`config.mk`:
```
export PLATFORM = sky130hd
export DESIGN_NAME = wtac_regs
export DESIGN_NICKNAME = d
export VERILOG_FILES = /design/src/hdl/wtac_pkg.sv /design/src/hdl/wtac_regs.sv /design/src/hdl/wtac_sync3.sv
export SDC_FILE = /design/constraint.sdc
export NUM_CORES = 1
export LEC_CHECK = 0
export BUFFER_PORTS_ARGS = -buffer_cell sky130_fd_sc_hd__buf_2
export CELL_PAD_IN_SITES_DETAIL_PLACEMENT = 1
export CELL_PAD_IN_SITES_GLOBAL_PLACEMENT = 2
export CORE_MARGIN = 2
export CORE_UTILIZATION = 37
export CTS_CLUSTER_DIAMETER = 100
export DETAILED_ROUTE_END_ITERATION = 8
export HOLD_SLACK_MARGIN = 0.1
export MAX_ROUTING_LAYER = met4
export PLACE_DENSITY = 0.88
export SLEW_MARGIN = 5
export SYNTH_ARGS = -nofsm -noshare
export SYNTH_HDL_FRONTEND = slang
export SYNTH_SLANG_ARGS = --single-unit
```
`constraint.sdc`:
```
create_clock -name pclk -period 5.8 [get_ports pclk]
set_input_delay 0.87 -clock pclk [delete_from_list [all_inputs] [get_ports pclk]]
set_output_delay 0.87 -clock pclk [all_outputs]
set_load 0.01 [all_outputs]
```
`src/hdl/wtac_pkg.sv`:
```
`default_nettype none
package wtac_pkg;
    // ======================================================
    // Register indices; byte address is four times the index
    localparam logic [11:0] IDX_RELOAD_HIGH   = 12'h30E;
    localparam logic [11:0] IDX_RELOAD_LOW    = 12'h30F;
    localparam logic [11:0] IDX_FLAG_CLEAR    = 12'h310;
    localparam logic [11:0] IDX_STATUS        = 12'h311;
    localparam logic [11:0] IDX_RX_STRENGTH   = 12'h312;
    localparam logic [11:0] IDX_FREQ_LIMIT    = 12'h315;
    localparam logic [11:0] IDX_IMAGE_CAL     = 12'h319;
    localparam logic [11:0] IDX_SHUTDOWN      = 12'h322;
    localparam logic [11:0] IDX_RX_POWER      = 12'h324;
    localparam logic [11:0] IDX_WAKE_CONFIG   = 12'h330;

    // ======================================================
    // Field positions
    localparam int FLAG_CLEAR_BIT     = 0;
    localparam int CAL_ENABLE_BIT     = 1;
    localparam int ST_LIVE_BIT        = 0;
    localparam int ST_LATCHED_BIT     = 1;
    localparam int ST_COLD_BIT        = 2;
    localparam int ST_LEVEL_BIT       = 3;
    localparam int ST_SETTLED_BIT     = 4;
    localparam int ST_CAL_DONE_BIT    = 5;
    localparam int ST_CAL_FAIL_BIT    = 6;
    localparam int IMG_OVERWRITE_BIT  = 5;
    localparam int IMG_FREQ_LSB       = 3;
    localparam int IMG_LEVEL_LSB      = 0;
    localparam int SHUTDOWN_REQ_BIT   = 0;
    localparam int CFG_ARM_BIT        = 0;
    localparam int CFG_RUN_BIT        = 1;
    localparam int CFG_XTAL_EN_BIT    = 2;

    // ======================================================
    // Reset values and masks
    localparam logic [7:0] RST_RELOAD       = 8'h00;
    localparam logic [7:0] RST_FREQ_LIMIT   = 8'h32;
    localparam logic [7:0] RST_IMAGE_CAL    = 8'h00;
    localparam logic [7:0] RST_RX_POWER     = 8'h00;
    localparam logic [7:0] RST_WAKE_CONFIG  = 8'h00;
    localparam logic [7:0] MASK_IMAGE_CAL   = 8'h3F;
    localparam logic [7:0] MASK_RX_POWER    = 8'h1F;
    localparam logic [7:0] MASK_WAKE_CONFIG = 8'h07;

    // Synchronised pin inputs, one bit each
    localparam int PIN_TICK    = 0;
    localparam int PIN_LEVEL   = 1;
    localparam int PIN_SETTLED = 2;
    localparam int PIN_DONE    = 3;
    localparam int PIN_FAIL    = 4;
    localparam int PIN_COLD    = 5;
    localparam int PIN_CS      = 6;
    localparam int PIN_COUNT   = 7;
endpackage : wtac_pkg
`default_nettype wire

```
`src/hdl/wtac_regs.sv`:
```
`default_nettype none
// How it works
// - Low reload byte, write-only, resets zero
// - Enabled timer reaching zero raises wake
// - Timer decrements once per prescaler tick
// - High reload byte applies on low write
// - Wake only while arm bit set
// - Flag-clear bit 0 clears both flags
// - Cal enable; status bit 5 shows done
// - Status bit 6 shows calibration error
// - Status bit 4 shows crystal settled
// - Status bit 3 shows live crystal level
// - Cold start flag sticky until cleared
// - Timeout flag latched until cleared
// - Status bit 0 live counter-zero
// - Received power byte, dBm is value-107
// - Limit resets 50, loads half bandwidth
// - Two-bit image source frequency select
// - Three-bit image source level
// - Overwrite enable bit resets zero
// - Shutdown only while chip select high
// - Five receive power enables reset zero
module wtac_regs
    import wtac_pkg::*;
#(
    parameter int ADDR_W  = 14,
    parameter int TIMER_W = 16
) (
    input  wire logic               pclk,
    input  wire logic               presetn,
    input  wire logic               psel,
    input  wire logic               penable,
    input  wire logic               pwrite,
    input  wire logic [ADDR_W-1:0]  paddr,
    input  wire logic [31:0]        pwdata,
    output var  logic [31:0]        prdata,
    output var  logic               pready,
    output var  logic               pslverr,
    input  wire logic               wake_tick,
    input  wire logic               slow_crystal_level,
    input  wire logic               slow_crystal_settled,
    input  wire logic               rc_osc_cal_done,
    input  wire logic               rc_osc_cal_fail,
    input  wire logic               cold_start,
    input  wire logic               chip_select,
    input  wire logic               packet_received,
    input  wire logic [7:0]         rx_power_value,
    input  wire logic               receive_state_entry,
    input  wire logic [8:0]         if_bandwidth_khz,
    output var  logic               wake_event,
    output var  logic               timeout_live_event,
    output var  logic               wake_arm,
    output var  logic               slow_crystal_osc_enable,
    output var  logic               rc_osc_cal_enable,
    output var  logic [7:0]         pull_in_limit,
    output var  logic               image_cal_overwrite_enable,
    output var  logic [1:0]         image_cal_frequency,
    output var  logic [2:0]         image_cal_level,
    output var  logic               shutdown_initiate,
    output var  logic               converter_power_enable,
    output var  logic               strength_detector_power_enable,
    output var  logic               if_filter_power_enable,
    output var  logic               mixer_power_enable,
    output var  logic               low_noise_amp_power_enable
);
    // ======================================================
    // Pin synchronisers
    // ======================================================
    logic [PIN_COUNT-1:0] pin_raw;
    logic [PIN_COUNT-1:0] pin_sync;

    always_comb begin
        pin_raw              = '0;
        pin_raw[PIN_TICK]    = wake_tick;
        pin_raw[PIN_LEVEL]   = slow_crystal_level;
        pin_raw[PIN_SETTLED] = slow_crystal_settled;
        pin_raw[PIN_DONE]    = rc_osc_cal_done;
        pin_raw[PIN_FAIL]    = rc_osc_cal_fail;
        pin_raw[PIN_COLD]    = cold_start;
        pin_raw[PIN_CS]      = chip_select;
    end

    wtac_sync3 #(
        .WIDTH    (PIN_COUNT)
    ) u_sync (
        .pclk     (pclk),
        .presetn  (presetn),
        .async_in (pin_raw),
        .sync_out (pin_sync)
    );

    // ======================================================
    // APB decode
    // ======================================================
    logic [11:0] reg_index;
    logic        addr_aligned;
    logic        setup_phase;
    logic        write_strobe;
    logic        hit;
    logic [7:0]  wbyte;

    assign reg_index    = paddr[13:2];
    assign addr_aligned = (paddr[1:0] == 2'b00);
    assign setup_phase  = psel && !penable;
    assign write_strobe = psel && penable && pready && pwrite && !pslverr;
    assign wbyte        = pwdata[7:0];

    always_comb begin
        hit = 1'b0;
        unique case (reg_index)
            IDX_RELOAD_HIGH, IDX_RELOAD_LOW, IDX_FLAG_CLEAR,
            IDX_STATUS, IDX_RX_STRENGTH, IDX_FREQ_LIMIT,
            IDX_IMAGE_CAL, IDX_SHUTDOWN, IDX_RX_POWER,
            IDX_WAKE_CONFIG: hit = addr_aligned;
            default:         hit = 1'b0;
        endcase
    end

    function automatic logic wr_to(input logic [11:0] idx);
        return write_strobe && (reg_index == idx);
    endfunction

    // ======================================================
    // Software registers
    // ======================================================
    logic [7:0]         reload_high_staged;
    logic [TIMER_W-1:0] reload_value;
    logic [7:0]         image_cal_reg;
    logic [7:0]         rx_power_reg;
    logic [7:0]         wake_config;
    logic               shutdown_req_bit;
    logic               flag_clear_pulse;
    logic [7:0]         rx_power_readback;

    always_ff @(posedge pclk or negedge presetn) begin
        if (!presetn) begin
            reload_high_staged <= RST_RELOAD;
            reload_value       <= '0;
        end else begin
            if (wr_to(IDX_RELOAD_HIGH)) begin
                reload_high_staged <= wbyte;
            end
            // The staged high byte is only committed here, so a
            // half-written value never reaches the counter
            if (wr_to(IDX_RELOAD_LOW)) begin
                reload_value <= {reload_high_staged, wbyte};
            end
        end
    end

    always_ff @(posedge pclk or negedge presetn) begin
        if (!presetn) begin
            image_cal_reg <= RST_IMAGE_CAL;
            rx_power_reg  <= RST_RX_POWER;
            wake_config   <= RST_WAKE_CONFIG;
            shutdown_req_bit  <= 1'b0;
            rc_osc_cal_enable <= 1'b0;
        end else begin
            if (wr_to(IDX_IMAGE_CAL)) begin
                image_cal_reg <= wbyte & MASK_IMAGE_CAL;
            end
            if (wr_to(IDX_RX_POWER)) begin
                rx_power_reg <= wbyte & MASK_RX_POWER;
            end
            if (wr_to(IDX_WAKE_CONFIG)) begin
                wake_config <= wbyte & MASK_WAKE_CONFIG;
            end
            if (wr_to(IDX_SHUTDOWN)) begin
                shutdown_req_bit <= wbyte[SHUTDOWN_REQ_BIT];
            end
            if (wr_to(IDX_FLAG_CLEAR)) begin
                rc_osc_cal_enable <= wbyte[CAL_ENABLE_BIT];
            end
        end
    end

    // Clear strobe reads back as zero: it acts once per write
    assign flag_clear_pulse = wr_to(IDX_FLAG_CLEAR)
                              && wbyte[FLAG_CLEAR_BIT];

    // ======================================================
    // Pull-in limit and received power
    // ======================================================
    always_ff @(posedge pclk or negedge presetn) begin
        if (!presetn) begin
            pull_in_limit <= RST_FREQ_LIMIT;
        end else if (receive_state_entry) begin
            // Processor load wins over a software write that lands
            // in the same cycle
            pull_in_limit <= if_bandwidth_khz[8:1];
        end else if (wr_to(IDX_FREQ_LIMIT)) begin
            pull_in_limit <= wbyte;
        end
    end

    always_ff @(posedge pclk or negedge presetn) begin
        if (!presetn) begin
            rx_power_readback <= '0;
        end else if (packet_received) begin
            rx_power_readback <= rx_power_value;
        end
    end

    // ======================================================
    // Wake-up countdown
    // ======================================================
    logic [TIMER_W-1:0] counter;
    logic               tick_prev;
    logic               tick_edge;
    logic               timer_run;
    logic               hit_zero;
    logic               timeout_latched_flag;
    logic               cold_start_flag;

    assign timer_run = wake_config[CFG_RUN_BIT];
    assign tick_edge = pin_sync[PIN_TICK] && !tick_prev;
    assign hit_zero  = timer_run && tick_edge
                       && (counter == TIMER_W'(1));

    always_ff @(posedge pclk or negedge presetn) begin
        if (!presetn) begin
            tick_prev <= 1'b0;
        end else begin
            tick_prev <= pin_sync[PIN_TICK];
        end
    end

    always_ff @(posedge pclk or negedge presetn) begin
        if (!presetn) begin
            counter <= '0;
        end else if (wr_to(IDX_RELOAD_LOW)) begin
            counter <= {reload_high_staged, wbyte};
        end else if (timer_run && tick_edge) begin
            if (counter == '0) begin
                counter <= reload_value;
            end else begin
                counter <= counter - TIMER_W'(1);
            end
        end
    end

    always_ff @(posedge pclk or negedge presetn) begin
        if (!presetn) begin
            timeout_live_event <= 1'b0;
            wake_event         <= 1'b0;
        end else begin
            timeout_live_event <= (counter == '0);
            // Timeouts while unarmed still latch, but wake nobody
            wake_event <= hit_zero && wake_config[CFG_ARM_BIT];
        end
    end

    // Hardware set wins over a same-cycle software clear
    always_ff @(posedge pclk or negedge presetn) begin
        if (!presetn) begin
            timeout_latched_flag <= 1'b0;
            cold_start_flag      <= 1'b0;
        end else begin
            if (hit_zero) begin
                timeout_latched_flag <= 1'b1;
            end else if (flag_clear_pulse) begin
                timeout_latched_flag <= 1'b0;
            end
            if (pin_sync[PIN_COLD]) begin
                cold_start_flag <= 1'b1;
            end else if (flag_clear_pulse) begin
                cold_start_flag <= 1'b0;
            end
        end
    end

    // ======================================================
    // Status byte
    // ======================================================
    logic [7:0] status_byte;

    always_comb begin
        status_byte                  = '0;
        status_byte[ST_LIVE_BIT]     = timeout_live_event;
        status_byte[ST_LATCHED_BIT]  = timeout_latched_flag;
        status_byte[ST_COLD_BIT]     = cold_start_flag;
        status_byte[ST_LEVEL_BIT]    = pin_sync[PIN_LEVEL];
        status_byte[ST_SETTLED_BIT]  = pin_sync[PIN_SETTLED]
                                       && wake_config[CFG_XTAL_EN_BIT];
        status_byte[ST_CAL_DONE_BIT] = pin_sync[PIN_DONE]
                                       && rc_osc_cal_enable;
        status_byte[ST_CAL_FAIL_BIT] = pin_sync[PIN_FAIL]
                                       && rc_osc_cal_enable;
    end

    // ======================================================
    // Read mux and APB answer
    // ======================================================
    logic [7:0] read_byte;

    always_comb begin
        read_byte = 8'h00;
        unique case (reg_index)
            IDX_FLAG_CLEAR:  read_byte = {6'h00, rc_osc_cal_enable, 1'b0};
            IDX_STATUS:      read_byte = status_byte;
            IDX_RX_STRENGTH: read_byte = rx_power_readback;
            IDX_FREQ_LIMIT:  read_byte = pull_in_limit;
            IDX_IMAGE_CAL:   read_byte = image_cal_reg;
            IDX_SHUTDOWN:    read_byte = {7'h00, shutdown_req_bit};
            IDX_RX_POWER:    read_byte = rx_power_reg;
            IDX_WAKE_CONFIG: read_byte = wake_config;
            default:         read_byte = 8'h00;  // write-only reads zero
        endcase
    end

    // One fixed wait-free access phase: answer prepared in setup
    always_ff @(posedge pclk or negedge presetn) begin
        if (!presetn) begin
            pready  <= 1'b0;
            pslverr <= 1'b0;
            prdata  <= '0;
        end else if (setup_phase) begin
            pready  <= 1'b1;
            pslverr <= !hit;
            prdata  <= (hit && !pwrite) ? {24'h000000, read_byte} : '0;
        end else begin
            pready  <= 1'b0;
            pslverr <= 1'b0;
        end
    end

    // ======================================================
    // Control outputs
    // ======================================================
    always_ff @(posedge pclk or negedge presetn) begin
        if (!presetn) begin
            wake_arm                       <= 1'b0;
            slow_crystal_osc_enable        <= 1'b0;
            image_cal_overwrite_enable     <= 1'b0;
            image_cal_frequency            <= '0;
            image_cal_level                <= '0;
            shutdown_initiate              <= 1'b0;
            converter_power_enable         <= 1'b0;
            strength_detector_power_enable <= 1'b0;
            if_filter_power_enable         <= 1'b0;
            mixer_power_enable             <= 1'b0;
            low_noise_amp_power_enable     <= 1'b0;
        end else begin
            wake_arm                <= wake_config[CFG_ARM_BIT];
            slow_crystal_osc_enable <= wake_config[CFG_XTAL_EN_BIT];
            image_cal_overwrite_enable <= image_cal_reg[IMG_OVERWRITE_BIT];
            image_cal_frequency <= image_cal_reg[IMG_FREQ_LSB +: 2];
            image_cal_level     <= image_cal_reg[IMG_LEVEL_LSB +: 3];
            // Held off while the host still owns the serial port
            shutdown_initiate <= shutdown_req_bit
                                 && pin_sync[PIN_CS];
            converter_power_enable         <= rx_power_reg[4];
            strength_detector_power_enable <= rx_power_reg[3];
            if_filter_power_enable         <= rx_power_reg[2];
            mixer_power_enable             <= rx_power_reg[1];
            low_noise_amp_power_enable     <= rx_power_reg[0];
        end
    end
endmodule // wtac_regs
`default_nettype wire

```
`src/hdl/wtac_sync3.sv`:
```
`default_nettype none
module wtac_sync3 #(
    parameter int WIDTH = 1
) (
    input  wire logic             pclk,
    input  wire logic             presetn,
    input  wire logic [WIDTH-1:0] async_in,
    output var  logic [WIDTH-1:0] sync_out
);
    logic [WIDTH-1:0] stage1;
    logic [WIDTH-1:0] stage2;
    logic [WIDTH-1:0] stage3;

    always_ff @(posedge pclk or negedge presetn) begin
        if (!presetn) begin
            stage1 <= '0;
            stage2 <= '0;
            stage3 <= '0;
            sync_out <= '0;
        end else begin
            stage1 <= async_in;
            stage2 <= stage1;
            stage3 <= stage2;
            // A bit moves only once the two later stages agree
            sync_out <= (stage2 & stage3) | (sync_out & (stage2 | stage3));
        end
    end
endmodule // wtac_sync3
`default_nettype wire

```
==> results of run 1 <==
critical path: cells and delay by family:
kind / cells / cell delay, ns
and+or+nand+nor: 4 / 1.69
buffers and inverters: 1 / 0.10
AOI/OAI and AO/OA: 1 / 0.40
cell usage in the layout (no fill, tap or decap), types with 5 or more instances in the layout:
cell type and count:
dfrtp_1 126, buf_2 85, nand2_1 80, mux2_2 35, nor2_1 33, conb_1 24, clkbuf_16 17, a21oi_1 15
nor3_1 13, o21ai_0 13, nand3_1 11, o21ai_1 10, mux2i_1 9, maj3_1 7, o31ai_1 7, inv_1 6
o21ai_2 6, a22oi_1 6, a221oi_1 5, a211oi_1 5, o211ai_1 5
final cells by class:
cell class	instances	area, um^2
tap	211	264
fill	1683	8340
clock buffer	19	453
inverter	7	26.3
clock inverter	12	159
multi-input combinational	366	2340
timing repair buffer	88	448
sequential	129	3230
cell usage after synthesis, types with 6 or more instances:
library cell | count | area (um^2)
nor3_1 | 13 | 65.1
o21ai_2 | 6 | 52.6
a22oi_1 | 6 | 45.0
mux2i_1 | 9 | 90.1
nand2_1 | 80 | 300
clkbuf_1 | 14 | 52.6
maj3_1 | 7 | 70.1
inv_1 | 6 | 22.5
o21ai_1 | 10 | 50.1
nor2_1 | 33 | 124
a21oi_1 | 15 | 75.1
dfrtp_1 | 126 | 3150
o31ai_1 | 7 | 52.6
o21ai_0 | 13 | 65.1
buf_4 | 26 | 195
nand3_1 | 11 | 55.1
mux2_2 | 35 | 394
worst min path at each step:
stage | end | slack (ns) | cells past startpoint
global route | u_sync.stage2[0]$_DFF_PN0_ | 0.36 | 0
floorplan | u_sync.stage2[0]$_DFF_PN0_ | 0.33 | 0
global placement | u_sync.stage2[2]$_DFF_PN0_ | 0.33 | 0
finish | u_sync.stage2[2]$_DFF_PN0_ | 0.35 | 0
detailed placement | u_sync.stage2[2]$_DFF_PN0_ | 0.34 | 0
CTS | u_sync.stage2[2]$_DFF_PN0_ | 0.35 | 0
power groups by stage:
stage | registers, mW | clock network, mW | logic, mW
finish | 0.943 | 1.10 | 0.103
floorplan | 0.955 | 0 | 0.0554
detailed placement | 0.958 | 0 | 0.104
global route | 0.946 | 1.16 | 0.115
CTS | 0.943 | 1.12 | 0.105
global placement | 0.956 | 0 | 0.101
logic make-up (layout without fill, tap and decap cells):
| group | Yosys count | count (layout) | synth area share [%] |
|---|---|---|---|
| AND/OR/NAND/NOR | 187 | 187 | 16.4 |
| flip-flops | 129 | 129 | 55.8 |
| AO/OA/AOI/OAI | 100 | 100 | 12.0 |
| buffers and inverters | 53 | 126 | 5.44 |
| multiplexers | 44 | 44 | 8.36 |
| adder cells (fa/ha/maj) | 10 | 10 | 1.86 |
| other | 1 | 24 | 0.0647 |
| XOR/XNOR | 1 | 1 | 0.151 |
routing by layer:
| layer | global-route usage (%) | up-vias |
|---|---|---|
| met3 | 4.50 | 29 |
| met5 | - | - |
| met2 | 33.9 | 124 |
| met4 | 7.48 | 0 |
| met1 | 25.9 | 2286 |
| li1 | - | 1993 |
through the flow:
stage / cell area (um^2) / worst slack (ns) / hold WS, ns
2_1_floorplan: 5880 / 3.33 / 0.331
3_3_place_gp: 6310 / 2.65 / 0.331
3_5_place_dp: 6310 / 2.61 / 0.336
4_1_cts: 6920 / 3.05 / 0.353
5_1_grt: 6920 / 2.87 / 0.360
6_report: 6920 / 3.02 / 0.349
==> results.ini, run 1 <==
[clock_tree]
htreeDepth=4
cts-buffers-inserted=17
cts_tree=built
clk_pin_slew_worst_paths_ns=0.06
clockRootBuffer=clkbuf_16
cts_hold_buf=0
cts-resized-gates=0
post-cts-setup-buffers=0
cts_sinks=129
insertion_delay_ns=0.42
clockBufferDepth=2

[logic_synthesis]
synth.avg_cell_area_um2=11.0
synthDistinctLibCells=65
synth_async_sr_flop_share_pct=100
syn-cell-area_um2=5790
ys.warnings.count=0
ys_seq_area_share_pct=55.8
synth_edf_count=0
ys_ff_latch=129
ys.flop_type=dfrtp_1
synth_cells=525

[drt]
finalWirelength_mm=15.8
viasPerCell=5.33
drc=0
wl_met3_um=657
firstDrtPassIters=4
vias=4432
highest_layer=met4
drtIter0Drc=246
ant_nets=0
routed-wl-met2_mm=7.92
wl_met1_mm=6.89
post_drt_wl_per_cell_um=19.0

[sta]
skew_ns=0.00610
max_slew_margin_pct=24.2
totalNegativeSetupSlack_ns=0
slew_violations=0
rsz0062_at_grt=false
hold_viol=0
finalCriticalPeriod_ns=2.78
setup_viol=0
worst_pin_slew_ns=1.14
period_share_pct=47.9
fmax_ghz=0.360

[grt]
grt_pass1_wl_mm=25.7
antenna_found_initial=0
grt_max_degree=74
grt_pass1_vias=4808
grt-ovfl-total=0
grt_usage_pct=20.9

[floorplanning]
row_count=45
start_util_pct=38.0
die_area_um2=16700
die_w_um=129
num_io_pins=136
core_area_um2=15300
die_h_um=129

[hold_path]
hp-class=flop to flop
min_from=u_sync.stage1[2]$_DFF_PN0_

[pwr]
clockPowerShare_pct=51.2
seqPwrFrac_pct=43.9
p_leak_nw=3.24
p_sw_share_pct=22.7
power_mw=2.15
power_switching_uw=488
intPower_mw=1.66
ir_drop_mv=0.248
pwr-share-comb_pct=4.8
powerDensity_nw_per_um2=310

[setup_path]
cp-start-kind=input port
cp_max_fo=30
r2r_setup_slack_ns=3.20
crit_arrival_ns=3.08
end_kind=flop
worst_ep_required_time_ns=6.10
slowest_delay_ns=1.12
r2r_start=counter[8]$_DFFE_PN0P_
cpMaxStageDelayCell=or4_1
rr_worst_depth=7
cp_cell_sequence=buf_2 -> nor2_1 -> nand4_2 -> or4_1 -> a32oi_1 -> nand2_1
worstSetupPathType=input port to flop
r2r_end=counter[12]$_DFFE_PN0P_
crit_start=paddr[9]
endpoint=counter[8]$_DFFE_PN0P_

[place]
dp_hpwl_mm=11.0
place_inst=801
gp_congestion=0.885
numPortBuffers=86

[layout]
final_nets=689
drive_above_1_share_pct=29.3
fin_cells=832
top_regs=counter (16), reload_value (16)
area_growth_pct=19.5
num_antenna_cells=0
final_util_pct=45.4

[job]
cap_violations=0

[outcome]
status=finished clean

Power figures use the tool's default switching activity.
==> run 2: changes to the inputs <==
CORE_UTILIZATION = 34   (was 37)
PLACE_DENSITY = 0.82   (was 0.88)
clock period = 2.8 ns   (was 5.8 ns; I/O delays follow)
==> run 2 against run 1 <==
Effect of this change:
- design area is 2.6% higher
- combinational power is 120% higher
- cell count is 3.6% higher
- register-to-register slack worse by 2.6 ns
- global-route usage is 0.90 points lower
- non-clock buffer count is 20 higher
- critical endpoint is now counter[0]$_DFFE_PN0P_
- largest power group unchanged
==> results.ini, run 2 (synthesis results as in run 1) <==
[pwr]
powerDensity_nw_per_um2=626
p_leak_nw=3.34
power_mw=4.44
ir_drop_mv=0.400

[sta]
slew_violations=0
skew_ns=0.00810
rsz0062_at_grt=false
totalNegativeSetupSlack_ns=0
max_slew_margin_pct=53.2
fmax_ghz=0.452
hold_viol=0
period_share_pct=79.0
worst_pin_slew_ns=0.703
fin_ws_ns=0.588
finalCriticalPeriod_ns=2.21
setup_viol=0

[layout]
final_area_um2=7100
drive_above_1_share_pct=30.5
mostFrequentLayoutCell=dfrtp_1
fin_cells=862
final_nets=709
layout_common_cells=dfrtp_1 (126), buf_2 (85), nand2_1 (80)
area_growth_pct=22.5
top_regs=counter (16), reload_value (16)
num_antenna_cells=0

[floorplanning]
num_io_pins=136
start_util_pct=34.8
die_h_um=135
row_count=47
die_w_um=135
die_area_um2=18100
core_area_um2=16600

[grt]
grt_usage_pct=20.0
grt_pass1_vias=4928
grt_pass1_wl_mm=27.0
grt-ovfl-total=0
grt_max_degree=53
antenna_found_initial=0

[clock_tree]
htreeDepth=4
clockRootBuffer=clkbuf_16
cts_sinks=129
clk_pin_slew_worst_paths_ns=0.06
cts-buffers-inserted=17
insertion_delay_ns=0.42
cts-resized-gates=0
clockBufferDepth=2
cts_tree=built

[drt]
drc=0
firstDrtPassIters=4
drtIter0Drc=233
post_drt_wl_per_cell_um=19.3
ant_nets=0
finalWirelength_mm=16.7
viasPerCell=5.15
vias=4435

[setup_path]
cp_max_fo=8
crit_arrival_ns=2.51
end_kind=flop
cp-start-kind=flop
worstSetupPathType=flop to flop
worst_ep_required_time_ns=3.09
rr_worst_depth=8

[place]
post_dp_cell_area_um2=6430
gp_congestion=0.843
post-place-ws_ns=0.404
numPortBuffers=86
place_inst=823
dp_hpwl_mm=12.0

[hold_path]
min_path_cells=1
hp-class=input port to flop

[outcome]
status=finished clean

[job]
cap_violations=0

## run 2: cell type report
cell class	count	area, um^2
Sequential cell	129	3230
Timing Repair Buffer	108	628
Clock buffer	17	425
Multi-Input combinational cell	366	2340
Inverter	7	26.3
Tap cell	220	275
Fill cell	1832	9540
Clock inverter	15	173
## run 2: path summary, 6_finish.rpt
path                                             from  slack (ns)                            to
max in group asynchronous                     presetn        1.40  pull_in_limit[5]$_DFFE_PN1P_
setup / recovery               counter[7]$_DFFE_PN0P_        0.59        counter[0]$_DFFE_PN0P_
min in group asynchronous                     presetn        0.61   reload_value[2]$_DFFE_PN0P_
hold / removal                   slow_crystal_settled        0.11    u_sync.stage1[2]$_DFF_PN0_
hold reg to reg            u_sync.stage1[5]$_DFF_PN0_        0.35    u_sync.stage2[5]$_DFF_PN0_
setup reg to reg               counter[7]$_DFFE_PN0P_        0.59        counter[0]$_DFFE_PN0P_
## run 2: what timing repair did
item                      4_1_cts  5_1_grt
buffers inserted                0        0
hold buffers                    7        0
hold endpoints to repair       53        0
## run 2: layer usage
metal	global-route usage (%)	wire [um]	vias up
li1	-	-	2042
met1	23.9	7210	2264
met2	34.1	8520	109
met3	4.20	614	20
met4	6.08	333	0
met5	-	0	-
## run 2: per-stage QoR
step	utilization [%]	hold slack [ns]
floorplan	-	0.124
global placement	38.6	0.332
detailed placement	38.6	0.337
CTS	42.7	0.103
global route	42.7	0.103
finish	42.7	0.114
## run 2: where the power goes
group / switching (mW) / internal [mW]
clock network: 0.919 / 1.34
registers: 0.0352 / 1.92
logic: 0.148 / 0.0829
total: 1.10 / 3.34
## run 2: critical path, cell delays in order (launching register included)
cell and delay, ns:
dfrtp_1 0.41, nor4_2 0.42, and4_1 0.37, nand2_2 0.16
inv_2 0.18, buf_4 0.19, nor2_1 0.05, a211oi_1 0.20
o31ai_1 0.11
